==> src/pif_pkg.sv <==
// constants, field layout and register map of the peripheral flag block
// assumes one system clock and a core that reaches the registers over a
// plain address/strobe port with read data one cycle after the strobe
//
// Function
// - converter done flag sets, software clears it
// - receive full flag clears on buffer read
// - transmit empty flag clears on buffer write
// - comparator flags set on output change
// - timer overflow flag sets, software clears it
// - first register bit 7 reads zero
// - oscillator fail flag sets, software clears it
// - write done flag sets, software clears it
// - flags set regardless of any enable
`default_nettype none

package pif_pkg;

  typedef logic [7:0] pif_byte_t;
  typedef logic [2:0] pif_addr_t;

  ////////////////////////////////////////////////////////////////////////////
  // register offsets
  localparam pif_addr_t OFF_FLAGS_ONE = 3'h0;
  localparam pif_addr_t OFF_FLAGS_TWO = 3'h1;
  localparam pif_addr_t OFF_ISTAT_ONE = 3'h2;
  localparam pif_addr_t OFF_ISTAT_TWO = 3'h3;
  localparam pif_addr_t OFF_IMASK_ONE = 3'h4;
  localparam pif_addr_t OFF_IMASK_TWO = 3'h5;

  ////////////////////////////////////////////////////////////////////////////
  // field positions, first flag register
  localparam int unsigned BIT_CONV_DONE = 6;
  localparam int unsigned BIT_RX_FULL   = 5;
  localparam int unsigned BIT_TX_EMPTY  = 4;
  localparam int unsigned BIT_CMP_BASE  = 1;
  localparam int unsigned NUM_CMP       = 3;
  localparam int unsigned BIT_TMR_OVF   = 0;

  // field positions, second flag register
  localparam int unsigned BIT_OSC_FAIL  = 7;
  localparam int unsigned BIT_NV_DONE   = 4;
  localparam int unsigned BIT_LOW_V     = 2;

  ////////////////////////////////////////////////////////////////////////////
  // implemented bits, reset values
  localparam pif_byte_t IMPL_ONE    = 8'h7f;
  localparam pif_byte_t IMPL_TWO    = 8'h94;
  localparam pif_byte_t RST_FLAGS   = 8'h00;
  localparam pif_byte_t RST_ISTAT   = 8'h00;
  localparam pif_byte_t RST_IMASK   = 8'h00;
  localparam pif_byte_t RST_RDATA   = 8'h00;
  localparam pif_byte_t UNMAPPED_RD = 8'h00;

endpackage : pif_pkg

`default_nettype wire

==> src/pif_evt_if.sv <==
// event carrier from the edge detector to the flag register file
// assumes both ends run on the same system clock
`default_nettype none

interface pif_evt_if;
  import pif_pkg::*;

  pif_byte_t set_one;
  pif_byte_t set_two;
  pif_byte_t clr_one;

  modport src (output set_one, output set_two, output clr_one);
  modport dst (input  set_one, input  set_two, input  clr_one);

endinterface : pif_evt_if

`default_nettype wire

==> src/pif_event_detect.sv <==
// turns the raw peripheral event lines into set and clear terms, one-cycle pulses except the low voltage level
// assumes every event input is synchronous to clock; pulse inputs are high
// for one cycle per event, level inputs may stay high for many cycles
`default_nettype none

module pif_event_detect
  import pif_pkg::*;
(
  input  wire logic               clock,
  input  wire logic               rst_n,
  input  wire logic               conv_done,
  input  wire logic               rx_data_arrived,
  input  wire logic               rx_buffer_read,
  input  wire logic               tx_buffer_emptied,
  input  wire logic               tx_buffer_written,
  input  wire logic [NUM_CMP-1:0] comparator_out,
  input  wire logic               timer_overflow,
  input  wire logic               osc_failed,
  input  wire logic               nv_write_done,
  input  wire logic               low_voltage,
  pif_evt_if.src                  evt
);

  logic [NUM_CMP-1:0] cmp_prev_q;
  logic [NUM_CMP-1:0] cmp_chg;
  logic               osc_prev_q;
  logic               primed_q;

  ////////////////////////////////////////////////////////////////////////////
  // the first sample after reset only primes the history, so a comparator
  // that is already high at release does not fake a change
  always_ff @(posedge clock or negedge rst_n) begin
    if (!rst_n) begin
      primed_q <= 1'b0;
    end else begin
      primed_q <= 1'b1;
    end
  end

  always_ff @(posedge clock or negedge rst_n) begin
    if (!rst_n) begin
      cmp_prev_q <= '0;
      osc_prev_q <= 1'b0;
    end else begin
      cmp_prev_q <= comparator_out;
      osc_prev_q <= osc_failed;
    end
  end

  genvar gi;
  generate
    for (gi = 0; gi < NUM_CMP; gi++) begin : g_cmp
      assign cmp_chg[gi] = primed_q & (comparator_out[gi] ^ cmp_prev_q[gi]);
    end
  endgenerate

  ////////////////////////////////////////////////////////////////////////////
  always_comb begin
    evt.set_one = '0;
    evt.set_one[BIT_CONV_DONE] = conv_done;
    evt.set_one[BIT_RX_FULL]   = rx_data_arrived;
    evt.set_one[BIT_TX_EMPTY]  = tx_buffer_emptied;
    evt.set_one[BIT_CMP_BASE +: NUM_CMP] = cmp_chg;
    evt.set_one[BIT_TMR_OVF]   = timer_overflow;
  end

  always_comb begin
    evt.set_two = '0;
    evt.set_two[BIT_OSC_FAIL] = osc_failed & ~osc_prev_q;
    evt.set_two[BIT_NV_DONE]  = nv_write_done;
    evt.set_two[BIT_LOW_V]    = low_voltage;
  end

  always_comb begin
    evt.clr_one = '0;
    evt.clr_one[BIT_RX_FULL]  = rx_buffer_read;
    evt.clr_one[BIT_TX_EMPTY] = tx_buffer_written;
  end

endmodule : pif_event_detect

`default_nettype wire

==> src/pif_top.sv <==
// peripheral interrupt flag registers with sticky interrupt status and mask
// assumes a core that issues one-cycle read or write strobes, never both,
// and peripherals whose event lines are synchronous to clock
`default_nettype none

module pif_top
  import pif_pkg::*;
(
  input  wire logic                        clock,
  input  wire logic                        rst_n,
  input  wire pif_pkg::pif_addr_t          reg_addr,
  input  wire pif_pkg::pif_byte_t          reg_wdata,
  input  wire logic                        reg_wr,
  input  wire logic                        reg_rd,
  output var  pif_pkg::pif_byte_t          reg_rdata,
  output var  logic                        irq,
  input  wire logic                        conv_done,
  input  wire logic                        rx_data_arrived,
  input  wire logic                        rx_buffer_read,
  input  wire logic                        tx_buffer_emptied,
  input  wire logic                        tx_buffer_written,
  input  wire logic [pif_pkg::NUM_CMP-1:0] comparator_out,
  input  wire logic                        timer_overflow,
  input  wire logic                        osc_failed,
  input  wire logic                        nv_write_done,
  input  wire logic                        low_voltage
);

  ////////////////////////////////////////////////////////////////////////////
  // address decode

  function automatic logic pif_hit(input pif_addr_t addr,
                                   input pif_addr_t offset,
                                   input logic      strobe);
    pif_hit = strobe && (addr == offset);
  endfunction

  logic wr_flags_one;
  logic wr_flags_two;
  logic wr_istat_one;
  logic wr_istat_two;
  logic wr_imask_one;
  logic wr_imask_two;
  logic rd_flags_one;

  assign wr_flags_one = pif_hit(reg_addr, OFF_FLAGS_ONE, reg_wr);
  assign wr_flags_two = pif_hit(reg_addr, OFF_FLAGS_TWO, reg_wr);
  assign wr_istat_one = pif_hit(reg_addr, OFF_ISTAT_ONE, reg_wr);
  assign wr_istat_two = pif_hit(reg_addr, OFF_ISTAT_TWO, reg_wr);
  assign wr_imask_one = pif_hit(reg_addr, OFF_IMASK_ONE, reg_wr);
  assign wr_imask_two = pif_hit(reg_addr, OFF_IMASK_TWO, reg_wr);
  assign rd_flags_one = pif_hit(reg_addr, OFF_FLAGS_ONE, reg_rd);

  ////////////////////////////////////////////////////////////////////////////
  // event edges and pulses

  pif_evt_if evt ();

  pif_event_detect u_detect (
    .clock             (clock),
    .rst_n             (rst_n),
    .conv_done         (conv_done),
    .rx_data_arrived   (rx_data_arrived),
    .rx_buffer_read    (rx_buffer_read),
    .tx_buffer_emptied (tx_buffer_emptied),
    .tx_buffer_written (tx_buffer_written),
    .comparator_out    (comparator_out),
    .timer_overflow    (timer_overflow),
    .osc_failed        (osc_failed),
    .nv_write_done     (nv_write_done),
    .low_voltage       (low_voltage),
    .evt               (evt)
  );

  ////////////////////////////////////////////////////////////////////////////
  // first flag register
  // every flag below tests its set term first, so an event in the cycle of a
  // clear survives; no enable gates a set term

  logic               conv_done_q;
  logic               rx_full_q;
  logic               tx_empty_q;
  logic [NUM_CMP-1:0] cmp_flag_q;
  logic               tmr_ovf_q;

  always_ff @(posedge clock or negedge rst_n) begin
    if (!rst_n) begin
      conv_done_q <= RST_FLAGS[BIT_CONV_DONE];
    end else if (evt.set_one[BIT_CONV_DONE]) begin
      conv_done_q <= 1'b1;
    end else if (wr_flags_one) begin
      conv_done_q <= reg_wdata[BIT_CONV_DONE];
    end
  end

  // receive flag ignores software writes; only the buffer read clears it
  always_ff @(posedge clock or negedge rst_n) begin
    if (!rst_n) begin
      rx_full_q <= RST_FLAGS[BIT_RX_FULL];
    end else if (evt.set_one[BIT_RX_FULL]) begin
      rx_full_q <= 1'b1;
    end else if (evt.clr_one[BIT_RX_FULL]) begin
      rx_full_q <= 1'b0;
    end
  end

  // transmit flag ignores software writes; only the buffer write clears it
  always_ff @(posedge clock or negedge rst_n) begin
    if (!rst_n) begin
      tx_empty_q <= RST_FLAGS[BIT_TX_EMPTY];
    end else if (evt.set_one[BIT_TX_EMPTY]) begin
      tx_empty_q <= 1'b1;
    end else if (evt.clr_one[BIT_TX_EMPTY]) begin
      tx_empty_q <= 1'b0;
    end
  end

  // a read of the first register marks the comparators as seen; a write of
  // zero clears them as well
  genvar gi;
  generate
    for (gi = 0; gi < NUM_CMP; gi++) begin : g_cmp_flag
      always_ff @(posedge clock or negedge rst_n) begin
        if (!rst_n) begin
          cmp_flag_q[gi] <= RST_FLAGS[BIT_CMP_BASE + gi];
        end else if (evt.set_one[BIT_CMP_BASE + gi]) begin
          cmp_flag_q[gi] <= 1'b1;
        end else if (rd_flags_one) begin
          cmp_flag_q[gi] <= 1'b0;
        end else if (wr_flags_one) begin
          cmp_flag_q[gi] <= reg_wdata[BIT_CMP_BASE + gi];
        end
      end
    end
  endgenerate

  always_ff @(posedge clock or negedge rst_n) begin
    if (!rst_n) begin
      tmr_ovf_q <= RST_FLAGS[BIT_TMR_OVF];
    end else if (evt.set_one[BIT_TMR_OVF]) begin
      tmr_ovf_q <= 1'b1;
    end else if (wr_flags_one) begin
      tmr_ovf_q <= reg_wdata[BIT_TMR_OVF];
    end
  end

  ////////////////////////////////////////////////////////////////////////////
  // second flag register

  logic osc_fail_q;
  logic nv_done_q;
  logic low_v_q;

  always_ff @(posedge clock or negedge rst_n) begin
    if (!rst_n) begin
      osc_fail_q <= RST_FLAGS[BIT_OSC_FAIL];
    end else if (evt.set_two[BIT_OSC_FAIL]) begin
      osc_fail_q <= 1'b1;
    end else if (wr_flags_two) begin
      osc_fail_q <= reg_wdata[BIT_OSC_FAIL];
    end
  end

  always_ff @(posedge clock or negedge rst_n) begin
    if (!rst_n) begin
      nv_done_q <= RST_FLAGS[BIT_NV_DONE];
    end else if (evt.set_two[BIT_NV_DONE]) begin
      nv_done_q <= 1'b1;
    end else if (wr_flags_two) begin
      nv_done_q <= reg_wdata[BIT_NV_DONE];
    end
  end

  // the detector level keeps setting the flag, so a clear only sticks once
  // the supply has recovered
  always_ff @(posedge clock or negedge rst_n) begin
    if (!rst_n) begin
      low_v_q <= RST_FLAGS[BIT_LOW_V];
    end else if (evt.set_two[BIT_LOW_V]) begin
      low_v_q <= 1'b1;
    end else if (wr_flags_two) begin
      low_v_q <= reg_wdata[BIT_LOW_V];
    end
  end

  ////////////////////////////////////////////////////////////////////////////
  // assembled flag views; unimplemented bits are constant zero

  pif_byte_t flags_one;
  pif_byte_t flags_two;

  always_comb begin
    flags_one = '0;
    flags_one[BIT_CONV_DONE]             = conv_done_q;
    flags_one[BIT_RX_FULL]               = rx_full_q;
    flags_one[BIT_TX_EMPTY]              = tx_empty_q;
    flags_one[BIT_CMP_BASE +: NUM_CMP]   = cmp_flag_q;
    flags_one[BIT_TMR_OVF]               = tmr_ovf_q;
  end

  always_comb begin
    flags_two = '0;
    flags_two[BIT_OSC_FAIL] = osc_fail_q;
    flags_two[BIT_NV_DONE]  = nv_done_q;
    flags_two[BIT_LOW_V]    = low_v_q;
  end

  ////////////////////////////////////////////////////////////////////////////
  // sticky interrupt status, write one to clear, set beats clear

  pif_byte_t istat_one_q;
  pif_byte_t istat_two_q;
  pif_byte_t istat_one_d;
  pif_byte_t istat_two_d;

  always_comb begin
    istat_one_d = istat_one_q;
    if (wr_istat_one) begin
      istat_one_d = istat_one_q & ~reg_wdata;
    end
    istat_one_d = (istat_one_d | evt.set_one) & IMPL_ONE;
  end

  always_comb begin
    istat_two_d = istat_two_q;
    if (wr_istat_two) begin
      istat_two_d = istat_two_q & ~reg_wdata;
    end
    istat_two_d = (istat_two_d | evt.set_two) & IMPL_TWO;
  end

  always_ff @(posedge clock or negedge rst_n) begin
    if (!rst_n) begin
      istat_one_q <= RST_ISTAT;
      istat_two_q <= RST_ISTAT;
    end else begin
      istat_one_q <= istat_one_d;
      istat_two_q <= istat_two_d;
    end
  end

  ////////////////////////////////////////////////////////////////////////////
  // interrupt mask, one bit per status bit

  pif_byte_t imask_one_q;
  pif_byte_t imask_two_q;

  always_ff @(posedge clock or negedge rst_n) begin
    if (!rst_n) begin
      imask_one_q <= RST_IMASK;
      imask_two_q <= RST_IMASK;
    end else begin
      if (wr_imask_one) begin
        imask_one_q <= reg_wdata & IMPL_ONE;
      end
      if (wr_imask_two) begin
        imask_two_q <= reg_wdata & IMPL_TWO;
      end
    end
  end

  // registered from next-state values so irq tracks status with no extra lag
  always_ff @(posedge clock or negedge rst_n) begin
    if (!rst_n) begin
      irq <= 1'b0;
    end else begin
      irq <= |((istat_one_d & imask_one_q) | (istat_two_d & imask_two_q));
    end
  end

  ////////////////////////////////////////////////////////////////////////////
  // read port: data stands only in the cycle after the strobe

  pif_byte_t rd_mux;

  always_comb begin
    unique case (reg_addr)
      OFF_FLAGS_ONE: rd_mux = flags_one;
      OFF_FLAGS_TWO: rd_mux = flags_two;
      OFF_ISTAT_ONE: rd_mux = istat_one_q;
      OFF_ISTAT_TWO: rd_mux = istat_two_q;
      OFF_IMASK_ONE: rd_mux = imask_one_q;
      OFF_IMASK_TWO: rd_mux = imask_two_q;
      default:       rd_mux = UNMAPPED_RD;
    endcase
  end

  always_ff @(posedge clock or negedge rst_n) begin
    if (!rst_n) begin
      reg_rdata <= RST_RDATA;
    end else if (reg_rd) begin
      reg_rdata <= rd_mux;
    end else begin
      reg_rdata <= RST_RDATA;
    end
  end

endmodule : pif_top

`default_nettype wire

==> config.mk <==
export PLATFORM = sky130hd
export DESIGN_NAME = pif_top
export DESIGN_NICKNAME = d
export VERILOG_FILES = /design/src/pif_pkg.sv /design/src/pif_evt_if.sv /design/src/pif_event_detect.sv /design/src/pif_top.sv
export SDC_FILE = /design/constraint.sdc
export NUM_CORES = 1
export LEC_CHECK = 0
export BUFFER_PORTS_ARGS = -buffer_cell sky130_fd_sc_hd__buf_2
export CORE_ASPECT_RATIO = 0.7
export CORE_UTILIZATION = 59
export CTS_CLUSTER_DIAMETER = 40
export DETAILED_ROUTE_END_ITERATION = 10
export GPL_TIMING_DRIVEN = 0
export PLACE_DENSITY = 0.8
export SLEW_MARGIN = 15
export SYNTH_ARGS = -nofsm -noshare
export SYNTH_HDL_FRONTEND = slang
export SYNTH_SLANG_ARGS = --single-unit
==> constraint.sdc <==
create_clock -name clock -period 2.9 [get_ports clock]
set_clock_uncertainty 0.05 [all_clocks]
set_input_delay 0.29 -clock clock [delete_from_list [all_inputs] [get_ports clock]]
set_output_delay 0.29 -clock clock [all_outputs]
set_load 0.005 [all_outputs]
==> results.py <==
metrics = {
    "drt": {
        "drtIter0Drc": 89,
        "drt-pass1-iter-count": 5,
        "routed-via-count": 1672,
        "avgViaCountPerCell": 5.69,
        "drt_wl_total_um": 4710,
        "wl_per_cell_um": 16.0,
        "antenna_left": 0,
        "route.detailed.drc": 0,
    },
    "worst_setup_path": {
        "crit_path_start_kind": "primary input",
        "crit_family": "simple AND/OR/NAND/NOR gates",
        "arrival_ns": 1.64,
        "cpPeakStageDelay_ns": 0.40,
        "endpoint_kind": "register",
        "slowest_stage": "nor4_1",
        "path_class": "in2reg",
        "crit_chain": "buf_2 -> buf_4 -> and4bb_2 -> buf_6 -> a21oi_1 -> nor4_1 -> nand4_1",
        "worst-path-buf-inv": 3,
        "critPathMaxFanout": 10,
        "required_ns": 3.02,
    },
    "floorplanning": {
        "fp-row-count": 17,
        "die_y_um": 51.9,
        "die_w_um": 73.3,
        "core_sq_mm": 0.00328,
        "pin_count": 36,
        "die_area_sq_mm": 0.00381,
        "start_util_pct": 64.1,
    },
    "global_route": {
        "antenna_found_initial": 0,
        "grt.total_usage_pct": 28.8,
        "grt_pass1_vias": 1604,
        "grt_pass1_wl_um": 7740,
        "grt_max_degree": 45,
        "grt-ovfl-total": 0,
    },
    "yosys": {
        "synthesis.nets": 232,
        "synth_seq_cells": 44,
        "netlist.area_leader.share_pct": 52.4,
        "synth_top_family_by_area": "simple AND/OR/NAND/NOR gates",
        "syn_area_per_cell_sq_um": 10.2,
        "seq_area_frac_synth_pct": 52.4,
        "synth_area_sq_mm": 0.00210,
        "synth_xor_area_share_pct": 1.25,
        "yosysWarnings": 0,
        "synth_top_area_cell": "dfrtp_1",
        "synth_compound_area_share_pct": 11.4,
        "synthCells": 205,
        "synthSimpleGateAreaFrac_pct": 18.0,
        "synthAdderAreaFrac_pct": 0,
        "synth.distinct_cells": 36,
        "synth_area_leaders": "dfrtp_1 (52%), mux2_2 (7.0%), nand2_1 (6.3%), mux2i_1 (4.8%), a21oi_1 (2.4%)",
        "synthMuxAreaShare_pct": 11.7,
    },
    "clock_network": {
        "cts.path.max_buffers": 2,
        "postCtsHoldBufs": 0,
        "post_cts_resize_count": 0,
        "htreeDepth": 2,
        "numCtsBuffers": 5,
        "post_cts_buffers": 0,
        "cts_tree": "done",
        "clk_latency_ns": 0.30,
        "cts.sinks": 44,
        "clkTransAtPathRegs_ns": 0.09,
        "cts-root-buf": "clkbuf_8",
    },
    "place": {
        "hpwlAfterDp_um": 3240,
        "gp_congestion": 0.791,
        "placed_cell_area_sq_mm": 0.00233,
        "io_buffers": 34,
    },
    "run": {
        "maxCapViolCount": 0,
    },
    "status": {
        "outcome": "finished, final reports clean",
    },
    "cells_and_area": {
        "drive_gt1_share_pct": 26.7,
        "seq_area_sq_mm": 0.00110,
        "area_growth_pct": 16.4,
        "nets": 273,
        "final_area_sq_mm": 0.00245,
        "fillers": 254,
        "multi_input_area_sq_um": 895,
        "num_antenna_cells": 0,
    },
    "timing": {
        "maxSlewViolCount": 0,
        "setup_viol_count_final": 0,
        "finalCritPeriodShare_pct": 52.5,
        "tns_ns": 0,
        "fin_crit_ns": 1.52,
        "worstMarginPinSlew_ns": 0.936,
        "max_freq_ghz": 0.657,
        "slew_headroom_pct": 37.6,
        "hold_viol": 0,
        "rsz0062_at_grt": "no",
    },
    "power": {
        "p_per_area_mw_per_mm2": 576,
        "ir_worst_vdd_v": 0.000456,
        "p_leak_uw": 0.00115,
    },
    "worst_hold_path": {
        "hold_class": "in2reg",
    },
}
==> layer usage <==
metal / global-route usage (%) / part of all wire (%)
met1: 38.3 / 45
met2: 46.3 / 47
met3: 8.33 / 6.2
met4: 8.01 / 1.6
met5: 0 / 0
==> per-stage QoR <==
| stage | power, uW | setup WS (ns) | instances | util [%] | hold WS [ns] |
|---|---|---|---|---|---|
| 2_1_floorplan | 854 | 1.48 | 205 | - | -0.0556 |
| 3_3_place_gp | 931 | 1.11 | 286 | 71.1 | 0.367 |
| 3_5_place_dp | 940 | 1.11 | 286 | 71.1 | 0.369 |
| 4_1_cts | 1410 | 1.41 | 294 | 74.7 | 0.0540 |
| 5_1_grt | 1480 | 1.34 | 294 | 74.7 | 0.0522 |
| 6_report | 1410 | 1.38 | 294 | 74.7 | 0.0539 |
==> synthesized netlist by cell type <==
library cell  instances
buf_2                 3
nand4_1               1
and2_1                5
nand2_1              35
and4bb_2              1
o21a_1                4
nand3b_1              1
nor2_1               13
nor4bb_1              1
nor2b_1               2
inv_1                11
nand3_1               9
and3_1                1
conb_1                1
a2111oi_2             1
and4b_2               1
nor3_2                1
nand4b_1              1
mux2_2               13
dfrtp_1              44
and3b_1               2
a31oi_1               6
nor4_1                1
buf_4                 1
a21oi_1              10
nand2b_1              2
buf_6                 3
a32oi_1               1
xor2_1                3
o22ai_1               2
o21ai_0               7
mux2i_1              10
a22oi_1               2
clkbuf_1              2
a32o_1                1
o221ai_1              3
==> cells in the final DEF (no fill, tap or decap), types with 7 or more instances in the layout <==
cell type,instances
a21oi_1,10
nor2_1,13
o21ai_0,7
dfrtp_1,44
inv_1,11
mux2_2,13
buf_2,37
nand2_1,35
mux2i_1,10
nand3_1,9
==> cells by family (layout without fill, tap and decap cells) <==
family | Yosys count | after routing
simple gates | 77 | 77
flops | 44 | 44
compound gates | 37 | 37
mux | 23 | 23
buf+inv | 20 | 62
xor+xnor | 3 | 3
other cells | 1 | 1
==> worst reg2reg max path: cells and delay by family (launching register included) <==
family                    cells  cell delay, ns
AOI/OAI and AO/OA             2            0.60
xor gates and xnor gates      1            0.17
DFF                           1            0.38
and+or+nand+nor               1            0.15
==> final cells by class <==
cell class | instances | area share (%)
clock inverters | 3 | 1.94
clock buffers | 5 | 2.81
flip-flops and latches | 44 | 45.0
well taps | 47 | 2.40
inverters | 11 | 1.69
repair buffers | 34 | 6.96
plain buffers | 9 | 2.61
multi-input cells | 141 | 36.6
==> power by group <==
part           switching (uW)  internal [uW]  leakage, uW
clock network             217            259    0.0000583
logic                     118            107     0.000608
registers                40.9            667     0.000481
==> flip-flops by register name (all words and copies together) (netlist names), 3 cells and up <==
register             flops
cmp_flag_q               3
imask_one_q              7
imask_two_q              3
istat_one_q              7
istat_two_q              3
reg_rdata                8
u_detect.cmp_prev_q      3
==> path summary, 6_finish.rpt <==
| check | from | end | slack (ns) | cells after the start |
|---|---|---|---|---|
| max | reg_addr[1] | irq$_DFF_PN0_ | 1.38 | 7 |
| min | osc_failed | u_detect.osc_prev_q$_DFF_PN0_ | 0.05 | 1 |
| max reg2reg | u_detect.cmp_prev_q[1]$_DFF_PN0_ | irq$_DFF_PN0_ | 1.42 | 4 |
| min reg2reg | istat_two_q[4]$_DFF_PN0_ | istat_two_q[4]$_DFF_PN0_ | 0.46 | 2 |
| max in group asynchronous | rst_n | istat_one_q[3]$_DFF_PN0_ | 2.14 | 1 |
| min in group asynchronous | rst_n | u_detect.osc_prev_q$_DFF_PN0_ | 0.07 | 1 |
Note: power is estimated with default switching activity, not from simulation.
